<file path="config.mk">
export PLATFORM = sky130hd
export DESIGN_NAME = serial_link_parallel_output
export DESIGN_NICKNAME = d
export VERILOG_FILES = /design/src/deser_out_pkg.sv /design/src/symbol_if.sv /design/src/line_decoder.sv /design/src/serial_link_parallel_output.sv /design/src/tick_divider.sv
export SDC_FILE = /design/constraint.sdc
export NUM_CORES = 1
export LEC_CHECK = 0
export ABC_CLOCK_PERIOD_IN_PS = 7200
export BUFFER_PORTS_ARGS = -buffer_cell sky130_fd_sc_hd__buf_2
export CAP_MARGIN = 0
export CORE_MARGIN = 4
export CORE_UTILIZATION = 55
export DETAILED_ROUTE_END_ITERATION = 10
export GPL_ROUTABILITY_DRIVEN = 1
export HOLD_SLACK_MARGIN = 0.15
export PLACE_DENSITY = 0.75
export SLEW_MARGIN = 40
export SYNTH_ARGS = -nofsm -noshare
export SYNTH_HDL_FRONTEND = slang
export SYNTH_HIERARCHICAL = 1
export SYNTH_SLANG_ARGS = --single-unit
</file>
<file path="constraint.sdc">
create_clock -name clock_i -period 7.2 [get_ports clock_i]
set_input_delay 1.44 -clock clock_i [delete_from_list [all_inputs] [get_ports clock_i]]
set_output_delay 1.44 -clock clock_i [all_outputs]
set_load 0.01 [all_outputs]
</file>
<file path="src/deser_out_pkg.sv">
package deser_out_pkg;
  // System clock and register map
  localparam int CLK_KHZ = 100000;
  localparam int ADDR_W  = 8;
  localparam logic [7:0] OFS_CTRL      = 8'h00;
  localparam logic [7:0] OFS_MCLK_DIV  = 8'h04;
  localparam logic [7:0] OFS_UART_DIV  = 8'h08;
  localparam logic [7:0] OFS_STATUS    = 8'h0C;
  localparam logic [7:0] OFS_ERR_COUNT = 8'h10;

  // Control register fields
  localparam int CTRL_W           = 5;
  localparam int CTRL_OUT_EN      = 0;
  localparam int CTRL_I2S_EN      = 1;
  localparam int CTRL_MCLK_EN     = 2;
  localparam int CTRL_FULL_DUPLEX = 3;
  localparam int CTRL_BYPASS      = 4;
  localparam logic [CTRL_W-1:0] CTRL_RESET = 5'h0B;

  // Status register fields
  localparam int STAT_W          = 6;
  localparam int STAT_WIDE       = 0;
  localparam int STAT_SPREAD     = 1;
  localparam int STAT_LOW_RANGE  = 2;
  localparam int STAT_POWERED    = 3;
  localparam int STAT_ALIGNED    = 4;
  localparam int STAT_RATE_FAULT = 5;

  // Clock dividers
  localparam int MCLK_DIV_W = 8;
  localparam logic [MCLK_DIV_W-1:0] MCLK_DIV_RESET = 8'h04;
  localparam int UART_MIN_KBPS = 100;
  localparam int UART_MAX_KBPS = 1000;
  localparam int UART_DIV_W    = 10;
  localparam logic [UART_DIV_W-1:0] UART_DIV_MIN = UART_DIV_W'(CLK_KHZ / UART_MAX_KBPS);
  localparam logic [UART_DIV_W-1:0] UART_DIV_MAX = UART_DIV_W'(CLK_KHZ / UART_MIN_KBPS);

  // Parallel rate limits in kHz and their word periods in clock cycles
  localparam int F24_MIN_KHZ = 8330;
  localparam int F24_SPLIT_KHZ = 16660;
  localparam int F24_MAX_KHZ = 104000;
  localparam int F32_MIN_KHZ = 6250;
  localparam int F32_SPLIT_KHZ = 12500;
  localparam int F32_MAX_KHZ = 78000;
  localparam int PER_W = 16;
  localparam logic [PER_W-1:0] P24_FAST  = PER_W'((CLK_KHZ + F24_MAX_KHZ - 1) / F24_MAX_KHZ);
  localparam logic [PER_W-1:0] P24_SPLIT = PER_W'(CLK_KHZ / F24_SPLIT_KHZ);
  localparam logic [PER_W-1:0] P24_SLOW  = PER_W'(CLK_KHZ / F24_MIN_KHZ);
  localparam logic [PER_W-1:0] P32_FAST  = PER_W'((CLK_KHZ + F32_MAX_KHZ - 1) / F32_MAX_KHZ);
  localparam logic [PER_W-1:0] P32_SPLIT = PER_W'(CLK_KHZ / F32_SPLIT_KHZ);
  localparam logic [PER_W-1:0] P32_SLOW  = PER_W'(CLK_KHZ / F32_MIN_KHZ);

  // Parallel word layout
  localparam int DOUT_W     = 29;
  localparam int NARROW_W   = 21;
  localparam int MCLK_BIT   = 28;
  localparam int WS_BIT     = 29;
  localparam int SCK_BIT    = 30;
  localparam int SD_BIT     = 31;
  localparam int LAST_BYTE  = 3;
  localparam logic [5:0] K28_NEG = 6'h0F;
  localparam logic [5:0] K28_POS = 6'h30;
  localparam int SYNC_STAGES = 2;
endpackage

</file>
<file path="src/symbol_if.sv">
`timescale 1ns/1ps
interface symbol_if;
  logic [9:0] symbol;
  logic [7:0] data;
  logic       is_k;
  logic       code_err;
  modport source  (output symbol, input data, is_k, code_err);
  modport decoder (input symbol, output data, is_k, code_err);
endinterface

</file>
<file path="src/line_decoder.sv">
`timescale 1ns/1ps
module line_decoder (
  symbol_if.decoder sym
);
  // 6b group to 5 bits, top bit flags an illegal code
  function automatic logic [5:0] dec6(input logic [5:0] c);
    unique case (c)
      6'h27, 6'h18: dec6 = 6'h00;
      6'h1D, 6'h22: dec6 = 6'h01;
      6'h2D, 6'h12: dec6 = 6'h02;
      6'h31:        dec6 = 6'h03;
      6'h35, 6'h0A: dec6 = 6'h04;
      6'h29:        dec6 = 6'h05;
      6'h19:        dec6 = 6'h06;
      6'h38, 6'h07: dec6 = 6'h07;
      6'h39, 6'h06: dec6 = 6'h08;
      6'h25:        dec6 = 6'h09;
      6'h15:        dec6 = 6'h0A;
      6'h34:        dec6 = 6'h0B;
      6'h0D:        dec6 = 6'h0C;
      6'h2C:        dec6 = 6'h0D;
      6'h1C:        dec6 = 6'h0E;
      6'h17, 6'h28: dec6 = 6'h0F;
      6'h1B, 6'h24: dec6 = 6'h10;
      6'h23:        dec6 = 6'h11;
      6'h13:        dec6 = 6'h12;
      6'h32:        dec6 = 6'h13;
      6'h0B:        dec6 = 6'h14;
      6'h2A:        dec6 = 6'h15;
      6'h1A:        dec6 = 6'h16;
      6'h3A, 6'h05: dec6 = 6'h17;
      6'h33, 6'h0C: dec6 = 6'h18;
      6'h26:        dec6 = 6'h19;
      6'h16:        dec6 = 6'h1A;
      6'h36, 6'h09: dec6 = 6'h1B;
      6'h0E, 6'h0F, 6'h30: dec6 = 6'h1C;
      6'h2E, 6'h11: dec6 = 6'h1D;
      6'h1E, 6'h21: dec6 = 6'h1E;
      6'h2B, 6'h14: dec6 = 6'h1F;
      default:      dec6 = 6'h20;
    endcase
  endfunction

  // 4b group to 3 bits, top bit flags an illegal code
  function automatic logic [3:0] dec4(input logic [3:0] c);
    unique case (c)
      4'hB, 4'h4:             dec4 = 4'h0;
      4'h9:                   dec4 = 4'h1;
      4'h5:                   dec4 = 4'h2;
      4'hC, 4'h3:             dec4 = 4'h3;
      4'hD, 4'h2:             dec4 = 4'h4;
      4'hA:                   dec4 = 4'h5;
      4'h6:                   dec4 = 4'h6;
      4'hE, 4'h1, 4'h7, 4'h8: dec4 = 4'h7;
      default:                dec4 = 4'h8;
    endcase
  endfunction

  logic [5:0] lo6;
  logic [3:0] hi4;

  // Symbol bits 9:4 are abcdei, 3:0 are fghj
  always_comb begin
    lo6          = dec6(sym.symbol[9:4]);
    hi4          = dec4(sym.symbol[3:0]);
    sym.data     = {hi4[2:0], lo6[4:0]};
    sym.code_err = lo6[5] | hi4[3];
    sym.is_k     = (sym.symbol[9:4] == deser_out_pkg::K28_NEG) ||
                   (sym.symbol[9:4] == deser_out_pkg::K28_POS);
  end
endmodule

</file>
<file path="src/serial_link_parallel_output.sv">
// Implementation choices: the plain strobed port and the register addresses.
`timescale 1ns/1ps
// Notes on behaviour
// - Width select low: drive bits 0 to 20
// - Narrow mode holds bits 21 to 28 low
// - Width select high: drive bits 0 to 28
// - Bit 28 may carry audio master clock
// - Data launched for sampling on chosen edge
// - Edge select low rising, high falling
// - Spread enable latched at power-up, wake
// - Latched spread enable dithers output timing
// - Range select high: low rate range
// - Range select low: high rate range
// - Slowest clock 6.25 or 8.33 MHz
// - Outputs enabled after reset, register controlled
// - 21 or 29 bits plus audio
// - Audio 8 to 192 kHz, 4-32 bits
// - Control channel half or full duplex
// - Control channel 100 kbps to 1 Mbps
// - Control channel base or bypass format
// - Serial symbols decoded as 8b/10b
// - Power-down input active low
module serial_link_parallel_output #(
  parameter int PHASE_DLY = 4,
  parameter int SS_SPAN   = 2
) (
  input  wire logic        clock_i,
  input  wire logic        arst_n_i,
  input  wire logic [7:0]  reg_addr_i,
  input  wire logic [31:0] reg_wdata_i,
  input  wire logic        reg_write_i,
  input  wire logic        reg_read_i,
  output logic      [31:0] reg_rdata_o,
  input  wire logic        link_clock_i,
  input  wire logic [9:0]  link_symbol_i,
  input  wire logic        bus_width_select_i,
  input  wire logic        edge_select_input_i,
  input  wire logic        spread_enable_input_i,
  input  wire logic        rate_range_select_i,
  input  wire logic        power_down_n_i,
  output logic      [28:0] dout_o,
  output logic             parallel_clock_out_o,
  output logic             i2s_ws_o,
  output logic             i2s_sck_o,
  output logic             i2s_sd_o,
  output logic             cc_full_duplex_o,
  output logic             cc_bypass_o,
  output logic             cc_bit_tick_o
);
  localparam int IN_W = 16;
  localparam int PC_W = 4;

  typedef enum {PS_IDLE, PS_DITHER} present_state_e;

  logic [IN_W-1:0] meta_reg;
  logic [IN_W-1:0] sync_reg;
  logic            lclk_prev_reg;
  logic            pd_prev_reg;
  logic [1:0]      startup_reg;
  logic            ss_latch_reg;
  logic [deser_out_pkg::CTRL_W-1:0]     ctrl_reg;
  logic [deser_out_pkg::MCLK_DIV_W-1:0] mclk_div_reg;
  logic [deser_out_pkg::UART_DIV_W-1:0] uart_div_reg;
  logic [deser_out_pkg::UART_DIV_W-1:0] uart_div_next;
  logic [7:0]      err_count_reg;
  logic [31:0]     rdata_reg;
  logic [1:0]      byte_idx_reg;
  logic [23:0]     asm_reg;
  logic            aligned_reg;
  logic            word_done_reg;
  logic [31:0]     pending_reg;
  logic [31:0]     word_reg;
  present_state_e  state_reg;
  logic [PC_W-1:0] dither_cnt_reg;
  logic [PC_W-1:0] tri_reg;
  logic            tri_up_reg;
  logic            phase_reg;
  logic [PC_W-1:0] phase_cnt_reg;
  logic [deser_out_pkg::PER_W-1:0] period_reg;
  logic            seen_reg;
  logic            rate_fault_reg;
  logic            mclk_reg;
  logic [28:0]     dout_reg;
  logic            pclk_reg;
  logic [2:0]      i2s_reg;
  logic            lclk_s, bws_s, es_s, spread_enable_input_s, drs_s, pd_s;
  logic [9:0]      sym_s;
  logic            link_edge, present, live, mclk_tick;
  logic [deser_out_pkg::PER_W-1:0] lo_bound, hi_bound;
  logic [deser_out_pkg::STAT_W-1:0] status;

  symbol_if sym ();

  // Two-stage synchroniser for every pin input
  always_ff @(posedge clock_i or negedge arst_n_i) begin
    if (!arst_n_i) begin
      meta_reg <= '0;
      sync_reg <= '0;
    end else begin
      meta_reg <= {link_symbol_i, link_clock_i, bus_width_select_i, edge_select_input_i,
                   spread_enable_input_i, rate_range_select_i, power_down_n_i};
      sync_reg <= meta_reg;
    end
  end

  assign {sym_s, lclk_s, bws_s, es_s, spread_enable_input_s, drs_s, pd_s} = sync_reg;
  assign link_edge = lclk_s && !lclk_prev_reg;
  assign sym.symbol = sym_s;
  assign live = ctrl_reg[deser_out_pkg::CTRL_OUT_EN] && pd_s;

  line_decoder u_dec (
    .sym (sym.decoder)
  );

  // Spread enable is caught once after reset and on each wake-up
  always_ff @(posedge clock_i or negedge arst_n_i) begin
    if (!arst_n_i) begin
      lclk_prev_reg <= 1'b0;
      pd_prev_reg   <= 1'b0;
      startup_reg   <= 2'(deser_out_pkg::SYNC_STAGES + 1); // Pin reaches the synchroniser output two edges after reset and is latched on the third
      ss_latch_reg  <= 1'b0;
    end else begin
      lclk_prev_reg <= lclk_s;
      pd_prev_reg   <= pd_s;
      if (startup_reg != 2'h0) begin
        startup_reg <= startup_reg - 2'h1;
      end
      if (startup_reg == 2'h1 || (pd_s && !pd_prev_reg)) begin
        ss_latch_reg <= spread_enable_input_s;
      end
    end
  end

  // Register writes
  always_comb begin
    uart_div_next = reg_wdata_i[deser_out_pkg::UART_DIV_W-1:0];
    if (uart_div_next < deser_out_pkg::UART_DIV_MIN) begin
      uart_div_next = deser_out_pkg::UART_DIV_MIN;
    end else if (uart_div_next > deser_out_pkg::UART_DIV_MAX) begin
      uart_div_next = deser_out_pkg::UART_DIV_MAX;
    end
  end

  always_ff @(posedge clock_i or negedge arst_n_i) begin
    if (!arst_n_i) begin
      ctrl_reg     <= deser_out_pkg::CTRL_RESET;
      mclk_div_reg <= deser_out_pkg::MCLK_DIV_RESET;
      uart_div_reg <= deser_out_pkg::UART_DIV_MIN;
    end else if (reg_write_i) begin
      if (reg_addr_i == deser_out_pkg::OFS_CTRL) begin
        ctrl_reg <= reg_wdata_i[deser_out_pkg::CTRL_W-1:0];
      end
      if (reg_addr_i == deser_out_pkg::OFS_MCLK_DIV) begin
        mclk_div_reg <= reg_wdata_i[deser_out_pkg::MCLK_DIV_W-1:0];
      end
      if (reg_addr_i == deser_out_pkg::OFS_UART_DIV) begin
        uart_div_reg <= uart_div_next;
      end
    end
  end

  // Register reads, data one cycle after the strobe
  always_comb begin
    status = '0;
    status[deser_out_pkg::STAT_WIDE]       = bws_s;
    status[deser_out_pkg::STAT_SPREAD]     = ss_latch_reg;
    status[deser_out_pkg::STAT_LOW_RANGE]  = drs_s;
    status[deser_out_pkg::STAT_POWERED]    = pd_s;
    status[deser_out_pkg::STAT_ALIGNED]    = aligned_reg;
    status[deser_out_pkg::STAT_RATE_FAULT] = rate_fault_reg;
  end

  always_ff @(posedge clock_i or negedge arst_n_i) begin
    if (!arst_n_i) begin
      rdata_reg <= '0;
    end else if (reg_read_i) begin
      unique case (reg_addr_i)
        deser_out_pkg::OFS_CTRL:      rdata_reg <= 32'(ctrl_reg);
        deser_out_pkg::OFS_MCLK_DIV:  rdata_reg <= 32'(mclk_div_reg);
        deser_out_pkg::OFS_UART_DIV:  rdata_reg <= 32'(uart_div_reg);
        deser_out_pkg::OFS_STATUS:    rdata_reg <= 32'(status);
        deser_out_pkg::OFS_ERR_COUNT: rdata_reg <= 32'(err_count_reg);
        default:                      rdata_reg <= '0;
      endcase
    end else begin
      rdata_reg <= '0;
    end
  end

  // Byte alignment on comma symbols and word assembly, low byte first
  always_ff @(posedge clock_i or negedge arst_n_i) begin
    if (!arst_n_i) begin
      byte_idx_reg  <= '0;
      asm_reg       <= '0;
      aligned_reg   <= 1'b0;
      word_done_reg <= 1'b0;
      pending_reg   <= '0;
      err_count_reg <= '0;
    end else begin
      word_done_reg <= 1'b0;
      if (!pd_s) begin
        aligned_reg  <= 1'b0;
        byte_idx_reg <= '0;
      end else if (link_edge) begin
        if (sym.code_err) begin
          aligned_reg <= 1'b0;
          if (err_count_reg != 8'hFF) begin
            err_count_reg <= err_count_reg + 8'h01;
          end
        end else if (sym.is_k) begin
          aligned_reg  <= 1'b1;
          byte_idx_reg <= '0;
        end else if (aligned_reg) begin
          byte_idx_reg <= byte_idx_reg + 2'h1;
          asm_reg      <= {sym.data, asm_reg[23:8]};
          if (byte_idx_reg == 2'(deser_out_pkg::LAST_BYTE)) begin
            word_done_reg <= 1'b1;
            pending_reg   <= {sym.data, asm_reg};
          end
        end
      end
    end
  end

  // Presentation: optional dither delay, then new data with clock phase low
  assign present = (state_reg == PS_IDLE && word_done_reg && !ss_latch_reg) ||
                   (state_reg == PS_DITHER && dither_cnt_reg == '0);

  always_ff @(posedge clock_i or negedge arst_n_i) begin
    if (!arst_n_i) begin
      state_reg      <= PS_IDLE;
      dither_cnt_reg <= '0;
      tri_reg        <= '0;
      tri_up_reg     <= 1'b1;
    end else begin
      unique case (state_reg)
        PS_IDLE: begin
          if (word_done_reg && ss_latch_reg) begin
            state_reg      <= PS_DITHER;
            dither_cnt_reg <= tri_reg;
          end
        end
        PS_DITHER: begin
          if (dither_cnt_reg == '0) begin
            state_reg <= PS_IDLE;
          end else begin
            dither_cnt_reg <= dither_cnt_reg - PC_W'(1);
          end
        end
      endcase
      if (present) begin
        if (tri_up_reg) begin
          tri_reg    <= tri_reg + PC_W'(1);
          tri_up_reg <= (tri_reg + PC_W'(1) < PC_W'(SS_SPAN));
        end else begin
          tri_reg    <= tri_reg - PC_W'(1);
          tri_up_reg <= (tri_reg == PC_W'(1));
        end
      end
    end
  end

  // Word register and sampling phase of the parallel clock
  always_ff @(posedge clock_i or negedge arst_n_i) begin
    if (!arst_n_i) begin
      word_reg      <= '0;
      phase_reg     <= 1'b1;
      phase_cnt_reg <= '0;
    end else if (present) begin
      word_reg      <= pending_reg;
      phase_reg     <= 1'b0;
      phase_cnt_reg <= PC_W'(PHASE_DLY - 1);
    end else if (!phase_reg) begin
      if (phase_cnt_reg == '0) begin
        phase_reg <= 1'b1;
      end else begin
        phase_cnt_reg <= phase_cnt_reg - PC_W'(1);
      end
    end
  end

  // Word period monitor against the selected rate range
  always_comb begin
    if (bws_s) begin
      lo_bound = drs_s ? deser_out_pkg::P32_SPLIT : deser_out_pkg::P32_FAST;
      hi_bound = drs_s ? deser_out_pkg::P32_SLOW : deser_out_pkg::P32_SPLIT;
    end else begin
      lo_bound = drs_s ? deser_out_pkg::P24_SPLIT : deser_out_pkg::P24_FAST;
      hi_bound = drs_s ? deser_out_pkg::P24_SLOW : deser_out_pkg::P24_SPLIT;
    end
  end

  always_ff @(posedge clock_i or negedge arst_n_i) begin
    if (!arst_n_i) begin
      period_reg     <= '0;
      seen_reg       <= 1'b0;
      rate_fault_reg <= 1'b0;
    end else if (!pd_s) begin
      seen_reg       <= 1'b0;
      rate_fault_reg <= 1'b0;
    end else if (present) begin
      period_reg <= deser_out_pkg::PER_W'(1);
      seen_reg   <= 1'b1;
      if (seen_reg) begin
        rate_fault_reg <= (period_reg < lo_bound) || (period_reg > hi_bound);
      end
    end else if (period_reg != '1) begin
      period_reg <= period_reg + deser_out_pkg::PER_W'(1);
    end
  end

  // Audio master clock from a programmable divider
  tick_divider #(.W(deser_out_pkg::MCLK_DIV_W)) u_mclk_div (
    .clock_i  (clock_i),
    .arst_n_i (arst_n_i),
    .run_i    (ctrl_reg[deser_out_pkg::CTRL_MCLK_EN]),
    .div_i    (mclk_div_reg),
    .tick_o   (mclk_tick)
  );

  always_ff @(posedge clock_i or negedge arst_n_i) begin
    if (!arst_n_i) begin
      mclk_reg <= 1'b0;
    end else if (!ctrl_reg[deser_out_pkg::CTRL_MCLK_EN]) begin
      mclk_reg <= 1'b0;
    end else if (mclk_tick) begin
      mclk_reg <= !mclk_reg;
    end
  end

  // Control channel bit-rate tick and mode outputs
  tick_divider #(.W(deser_out_pkg::UART_DIV_W)) u_uart_div (
    .clock_i  (clock_i),
    .arst_n_i (arst_n_i),
    .run_i    (pd_s),
    .div_i    (uart_div_reg),
    .tick_o   (cc_bit_tick_o)
  );

  assign cc_full_duplex_o = ctrl_reg[deser_out_pkg::CTRL_FULL_DUPLEX];
  assign cc_bypass_o      = ctrl_reg[deser_out_pkg::CTRL_BYPASS];

  // Output flops: width masking, master clock, edge select, enable
  always_ff @(posedge clock_i or negedge arst_n_i) begin
    if (!arst_n_i) begin
      dout_reg <= '0;
      pclk_reg <= 1'b0;
      i2s_reg  <= '0;
    end else if (!live) begin
      dout_reg <= '0;
      pclk_reg <= 1'b0;
      i2s_reg  <= '0;
    end else begin
      dout_reg[deser_out_pkg::NARROW_W-1:0] <= word_reg[deser_out_pkg::NARROW_W-1:0];
      if (bws_s) begin
        dout_reg[27:21] <= word_reg[27:21];
        dout_reg[deser_out_pkg::MCLK_BIT] <= ctrl_reg[deser_out_pkg::CTRL_MCLK_EN] ?
                                             mclk_reg : word_reg[deser_out_pkg::MCLK_BIT];
      end else begin
        dout_reg[28:21] <= '0;
      end
      pclk_reg <= phase_reg ^ es_s;
      i2s_reg  <= ctrl_reg[deser_out_pkg::CTRL_I2S_EN] ?
                  {word_reg[deser_out_pkg::SD_BIT], word_reg[deser_out_pkg::SCK_BIT],
                   word_reg[deser_out_pkg::WS_BIT]} : 3'h0;
    end
  end

  assign dout_o               = dout_reg;
  assign parallel_clock_out_o = pclk_reg;
  assign {i2s_sd_o, i2s_sck_o, i2s_ws_o} = i2s_reg;
  assign reg_rdata_o          = rdata_reg;
endmodule

</file>
<file path="src/tick_divider.sv">
`timescale 1ns/1ps
module tick_divider #(
  parameter int W = 8
) (
  input  wire logic         clock_i,
  input  wire logic         arst_n_i,
  input  wire logic         run_i,
  input  wire logic [W-1:0] div_i,
  output logic              tick_o
);
  logic [W-1:0] count_reg;

  // One-cycle tick every div_i cycles while running
  always_ff @(posedge clock_i or negedge arst_n_i) begin
    if (!arst_n_i) begin
      count_reg <= '0;
    end else if (!run_i || tick_o) begin
      count_reg <= '0;
    end else begin
      count_reg <= count_reg + W'(1);
    end
  end

  assign tick_o = run_i && (count_reg + W'(1) >= div_i);
endmodule
</file>
-- Word level (Yosys, flattened, before mapping)
Memory sizes are Yosys's and may differ from the RTL's.
Cells that the tools add are included.
- output and inout port bits: 68
- word-level logic and storage cells: 177
- bits in read-only memories: 448
- register bits: 308
- memories kept: 2
- input bits: 60
- memory list (memory ; depth ; width ; rd ports ; clocked after memory_dff ; wr ports ; RTL line ; RTL):
    (no name shown) ; 64 ; 6 ; 1 ; 0 ; 0 ; line_decoder.sv:7 ; unique case (c)
    (no name shown) ; 16 ; 4 ; 1 ; 0 ; 0 ; line_decoder.sv:46 ; unique case (c)
- mux-type cells: 56
- reductions and logical operators: 41
- order comparisons: 7
- add/sub/neg operators: 10
- bitwise gates (word level): 4
- equal/unequal tests: 25
- operators with widths (kind ; number):
    $mux W32 ; 3
    $logic_not A32 Y1 ; 2
    $pmux W32 S2 ; 1
    $pmux W10 S5 ; 1
    $mux W4 ; 9
    $eq A32 B1 Y1 const B ; 1
    $eq A32 B2 Y1 const B ; 1
    $mux W16 ; 2
    $mux W10 ; 3
    $mux W29 ; 1
    $mux W1 ; 23
    $reduce_and A2 Y1 ; 9
    $add A16 B1 Y16 const B ; 1
    $add A8 B1 Y8 const B ; 2
    $eq A8 B4 Y1 const B ; 2
    $gt A16 B16 Y1 ; 1
    $lt A16 B16 Y1 ; 1
    $mux W8 ; 2
    $ne A16 B16 Y1 const B ; 1
    $sub A4 B1 Y4 const B ; 3
    $add A10 B1 Y10 const B ; 1
    $ge A10 B10 Y1 ; 1
    $gt A10 B10 Y1 const B ; 1
    $lt A10 B7 Y1 const B ; 1
    other kinds (33) ; 70

-- Logic depth before layout (Yosys ltp)
- word-level depth: 7
- gate-level depth with buffers: 11
- depth with buffers taken out: 11

-- Hierarchy
The synthesis kept the hierarchy.
- by module, submodules not included (module ; seq. area each (sq um) ; times used ; cells each ; area an instance (sq um)):
    serial_link_parallel_output ; 5944.5 ; 1 ; 819 ; 9828.2
    line_decoder ; 0.0 ; 1 ; 126 ; 827.0
    tick_divider (u_uart_div) ; 250.2 ; 1 ; 79 ; 750.7
    tick_divider (u_mclk_div) ; 200.2 ; 1 ; 59 ; 613.1

-- Worst setup path before layout
Ideal clock, no wire load.
- path type: register -> output
- start: register u_uart_div.count_reg[0]
- end: output port cc_bit_tick_o
- data required time: 5.760 ns
- cell stages (with the launch flop): 10
- path slack: 3.905 ns
- arrival time: 1.855 ns
- buffers on the path: 0
- cell sequence: dfrtp_1 > ha_1 > nand4_1 > nor2_1 > xor2_1 > ha_1 > and4_1 > o211ai_1 > o21ai_0 > o21a_1
- cells in the longest elaborated chain, start to end: 3
- ends and longest elaborated chain (item ; RTL line ; RTL):
    start, declared ; tick_divider.sv:11 ; logic [W-1:0] count_reg;
    start signal, assigned ; tick_divider.sv:20 ; count_reg <= count_reg + W'(1);
    $add A10 B1 Y10 ; tick_divider.sv:24 ; assign tick_o = run_i && (count_reg + W'(1) >= div_i);
    $ge A10 B10 Y1 ; tick_divider.sv:24 ;
    $logic_and A1 B1 Y1 ; tick_divider.sv:24 ;
    end, declared ; serial_link_parallel_output.sv:48 ; output logic cc_bit_tick_o
No other way between the ends.

-- Final worst setup path
Ends and elaborated chain as after synthesis.

==> metrics.md <==
| Metric | Value |
|---|---|
| I/O pins | `128` |
| PostCTS Resize Cnt | `0` |
| Clock skew | `0.00811 ns` |
| Port Buffer Count | `83` |
| Crit path kind | `flip-flop to output pin` |
| Crit. End Element | `output pin` |
| Max-slew headroom | `0.466` |
| Worst-Skew Late Latency | `0.54 ns` |
| CTS Sinks | `255` |
| Area Growth Syn to Fin | `13.2%` |
| Tcrit/Tclk final | `0.578` |
| Fin worst setup slack | `3.04 ns` |
| Clock share of power | `0.452` |
| Post-synth ARST share | `1.00` |
| Final #Nets | `1,265` |
| Final HPWL DP | `16,700 um` |
| WP data required | `5.76 ns` |
| Synth top area cells | `dfrtp_1 51%, mux2_2 6.9%, ha_1 5.2%, nand2_1 4.2%, dfstp_2 2.4%` |
| CTS clk-pin slew, worst paths | `0.06 ns` |
| Core area | `21,300 um^2` |
| Most frequent cell after synthesis | `dfrtp_1` |
| Yosys cell types | `90` |
| Initial antenna violation count | `0` |
| Data arrival, critical path | `2.72 ns` |
| Cts bufs inserted | `27` |
| Routed length per placed instance | `16.8 um` |
| Fmax achieved | `240 MHz` |
| Grt total ovfl | `0` |
| DRT iter0 DRCs | `446` |
| Outcome | `finished, final reports clean` |
| Netlist Area Pre-Place | `12,000 um^2` |
| Comb pwr share | `0.079` |
| Commonest cells post-synth | `244 x dfrtp_1, 136 x nand2_1, 74 x mux2_2` |
| Avg Cell Area, Syn | `11.1 um^2` |
| Pint | `2.51 mW` |
| DIE WIDTH | `156 um` |
| RSZ-0062 raised after global routing | `false` |
| First-pass GRT wire length | `41,100 um` |
| VDD IR max | `0.261 mV` |
| Vias in the first global route | `8,168` |
| DRC Markers | `0` |
| Minimum clock period | `4.16 ns` |
| Critical-path maximum fanout | `5` |
| EDFF count, synth | `0` |
| # diodes | `0` |
| Hold Buf Count CTS | `0` |
| Via count | `8,108` |
| Synth Instances | `1,083` |
| Total Wirelength | `24,300 um` |
| Synth warn | `6` |
| RePlAce Congestion | `0.845` |
| Sequential Power Share | `0.469` |
| Post-route ant nets | `0` |
| Post-synthesis sequential area ratio | `0.532` |
| Die footprint | `24,300 um^2` |
| Cell area power density | `241 nW/um^2` |
| Fin Setup TNS | `0 ns` |
| Pleak | `6.85 nW` |
| Setup violators final | `0` |
| Synth area leader | `dfrtp_1` |
| Hold Crit Class | `flip-flop to flip-flop` |
| CTS tree | `built` |
| NetSw | `0.776 mW` |
| Largest net degree at the start of global routing | `109` |
| Post-synth top area share | `0.508` |
| Drt via density | `5.59` |
| Worst slew pin tran | `0.790 ns` |
| #FFs+latches synth | `255` |
| All-layer global routing usage | `0.205` |
| Max-slew violation count | `0` |
| Switching share of power | `0.236` |
| Root Buffer | `clkbuf_16` |
| CP Launch Type | `flip-flop` |
| Maxcap violations | `0` |
| Clock buffer depth | `3` |
| Starting density of the core | `0.565` |
| Pre-CTS WS | `3.60 ns` |
| Die H | `156 um` |
| Htree depth | `1` |
| Row count | `53` |
| Prevailing post-synth register cell | `dfrtp_1` |
| Share of layout cells above drive strength 1 | `0.213` |
| Final hold slack | `0.347 ns` |
| First-pass DRT Iterations | `5` |
| Final-report hold violation count | `0` |
| Number of setup buffers added after CTS | `0` |
==> path summary, 6_finish.rpt <==
kind | cells after the start | endpoint | start | slack, ns
worst max-delay path | 9 | cc_bit_tick_o | u_uart_div/count_reg[0]$_DFF_PN0_ | 3.04
worst min-delay path | 0 | sync_reg[15]$_DFF_PN0_ | meta_reg[15]$_DFF_PN0_ | 0.35
worst max register to register | 10 | pending_reg[6]$_DFFE_PN0P_ | sync_reg[10]$_DFF_PN0_ | 3.82
worst min register to register | 0 | sync_reg[15]$_DFF_PN0_ | meta_reg[15]$_DFF_PN0_ | 0.35
max in group asynchronous | 3 | uart_div_reg[6]$_DFFE_PN1P_ | arst_n_i | 5.05
min in group asynchronous | 1 | pending_reg[0]$_DFFE_PN0P_ | arst_n_i | 0.83
==> cell usage in the layout, fill, tap and decap left out, types with 10 or more instances in the layout <==
cell type and instances:
dfrtp_1 243, nor3_1 11, nand2_1 136, nand3_1 31, and3_1 44, a21oi_1 31, xnor2_1 18, nor2b_1 19
dfstp_2 11, mux2i_1 15, and2_1 11, xor2_1 14, inv_1 46, mux2_2 74, clkbuf_16 27, nor2_1 43
ha_1 50, o21ai_0 25, conb_1 22, o211ai_1 10, nand2b_1 15, buf_2 82
==> routing by layer <==
layer	vias to the layer above	routed length (um)	part of all wire	global-route usage
met1	3994	10600	0.43	0.279
li1	3923	-	-	-
met2	155	12200	0.50	0.350
met3	36	990	0.041	0.0286
met5	-	0	0	0
met4	0	523	0.021	0.0484
==> cells by family (layout without fill, tap and decap cells) <==
family	Yosys count	after routing	share of synthesized area
buffers and inverters	115	186	0.0460
muxes	90	90	0.0831
other	1	22	0.000312
AOI/OAI and AO/OA	164	164	0.0990
xor gates and xnor gates	32	32	0.0233
DFF	255	255	0.532
adders and majority gates	50	50	0.0521
and+or+nand+nor	376	376	0.164
==> critical path, stage by stage, from the launching register on <==
cell	delay, ns
dfrtp_1	0.41
ha_1	0.23
nand3_1	0.11
xnor2_1	0.25
ha_1	0.31
and3_1	0.18
o211ai_1	0.23
o21ai_0	0.13
o21a_1	0.20
buf_2	0.13
==> per-stage QoR <==
step	util	cells	total power [mW]	area, um^2
after global placement	0.589	1398	1.81	12500
after CTS	0.639	1450	3.32	13600
after global routing	0.639	1450	3.43	13600
after floorplan	-	1104	1.73	12100
final	0.639	1450	3.28	13600
after detailed placement	0.593	1401	1.83	12600
==> cell type report <==
cell class,instances,area (um^2)
Clock buffer,38,767
Tap cell,275,344
Clock inverter,11,201
Fill cell,1651,7680
Timing Repair Buffer,90,551
Multi-Input combinational cell,734,5170
Inverter,47,176
Sequential cell,255,6400
==> power by group through the flow <==
stage | clock network (mW) | registers (mW) | logic (mW)
after floorplan | 0 | 1.54 | 0.192
after global placement | 0 | 1.56 | 0.250
after detailed placement | 0 | 1.57 | 0.262
after CTS | 1.52 | 1.54 | 0.263
after global routing | 1.58 | 1.55 | 0.302
final | 1.48 | 1.54 | 0.260
Note: power is estimated with default switching activity, not from simulation.
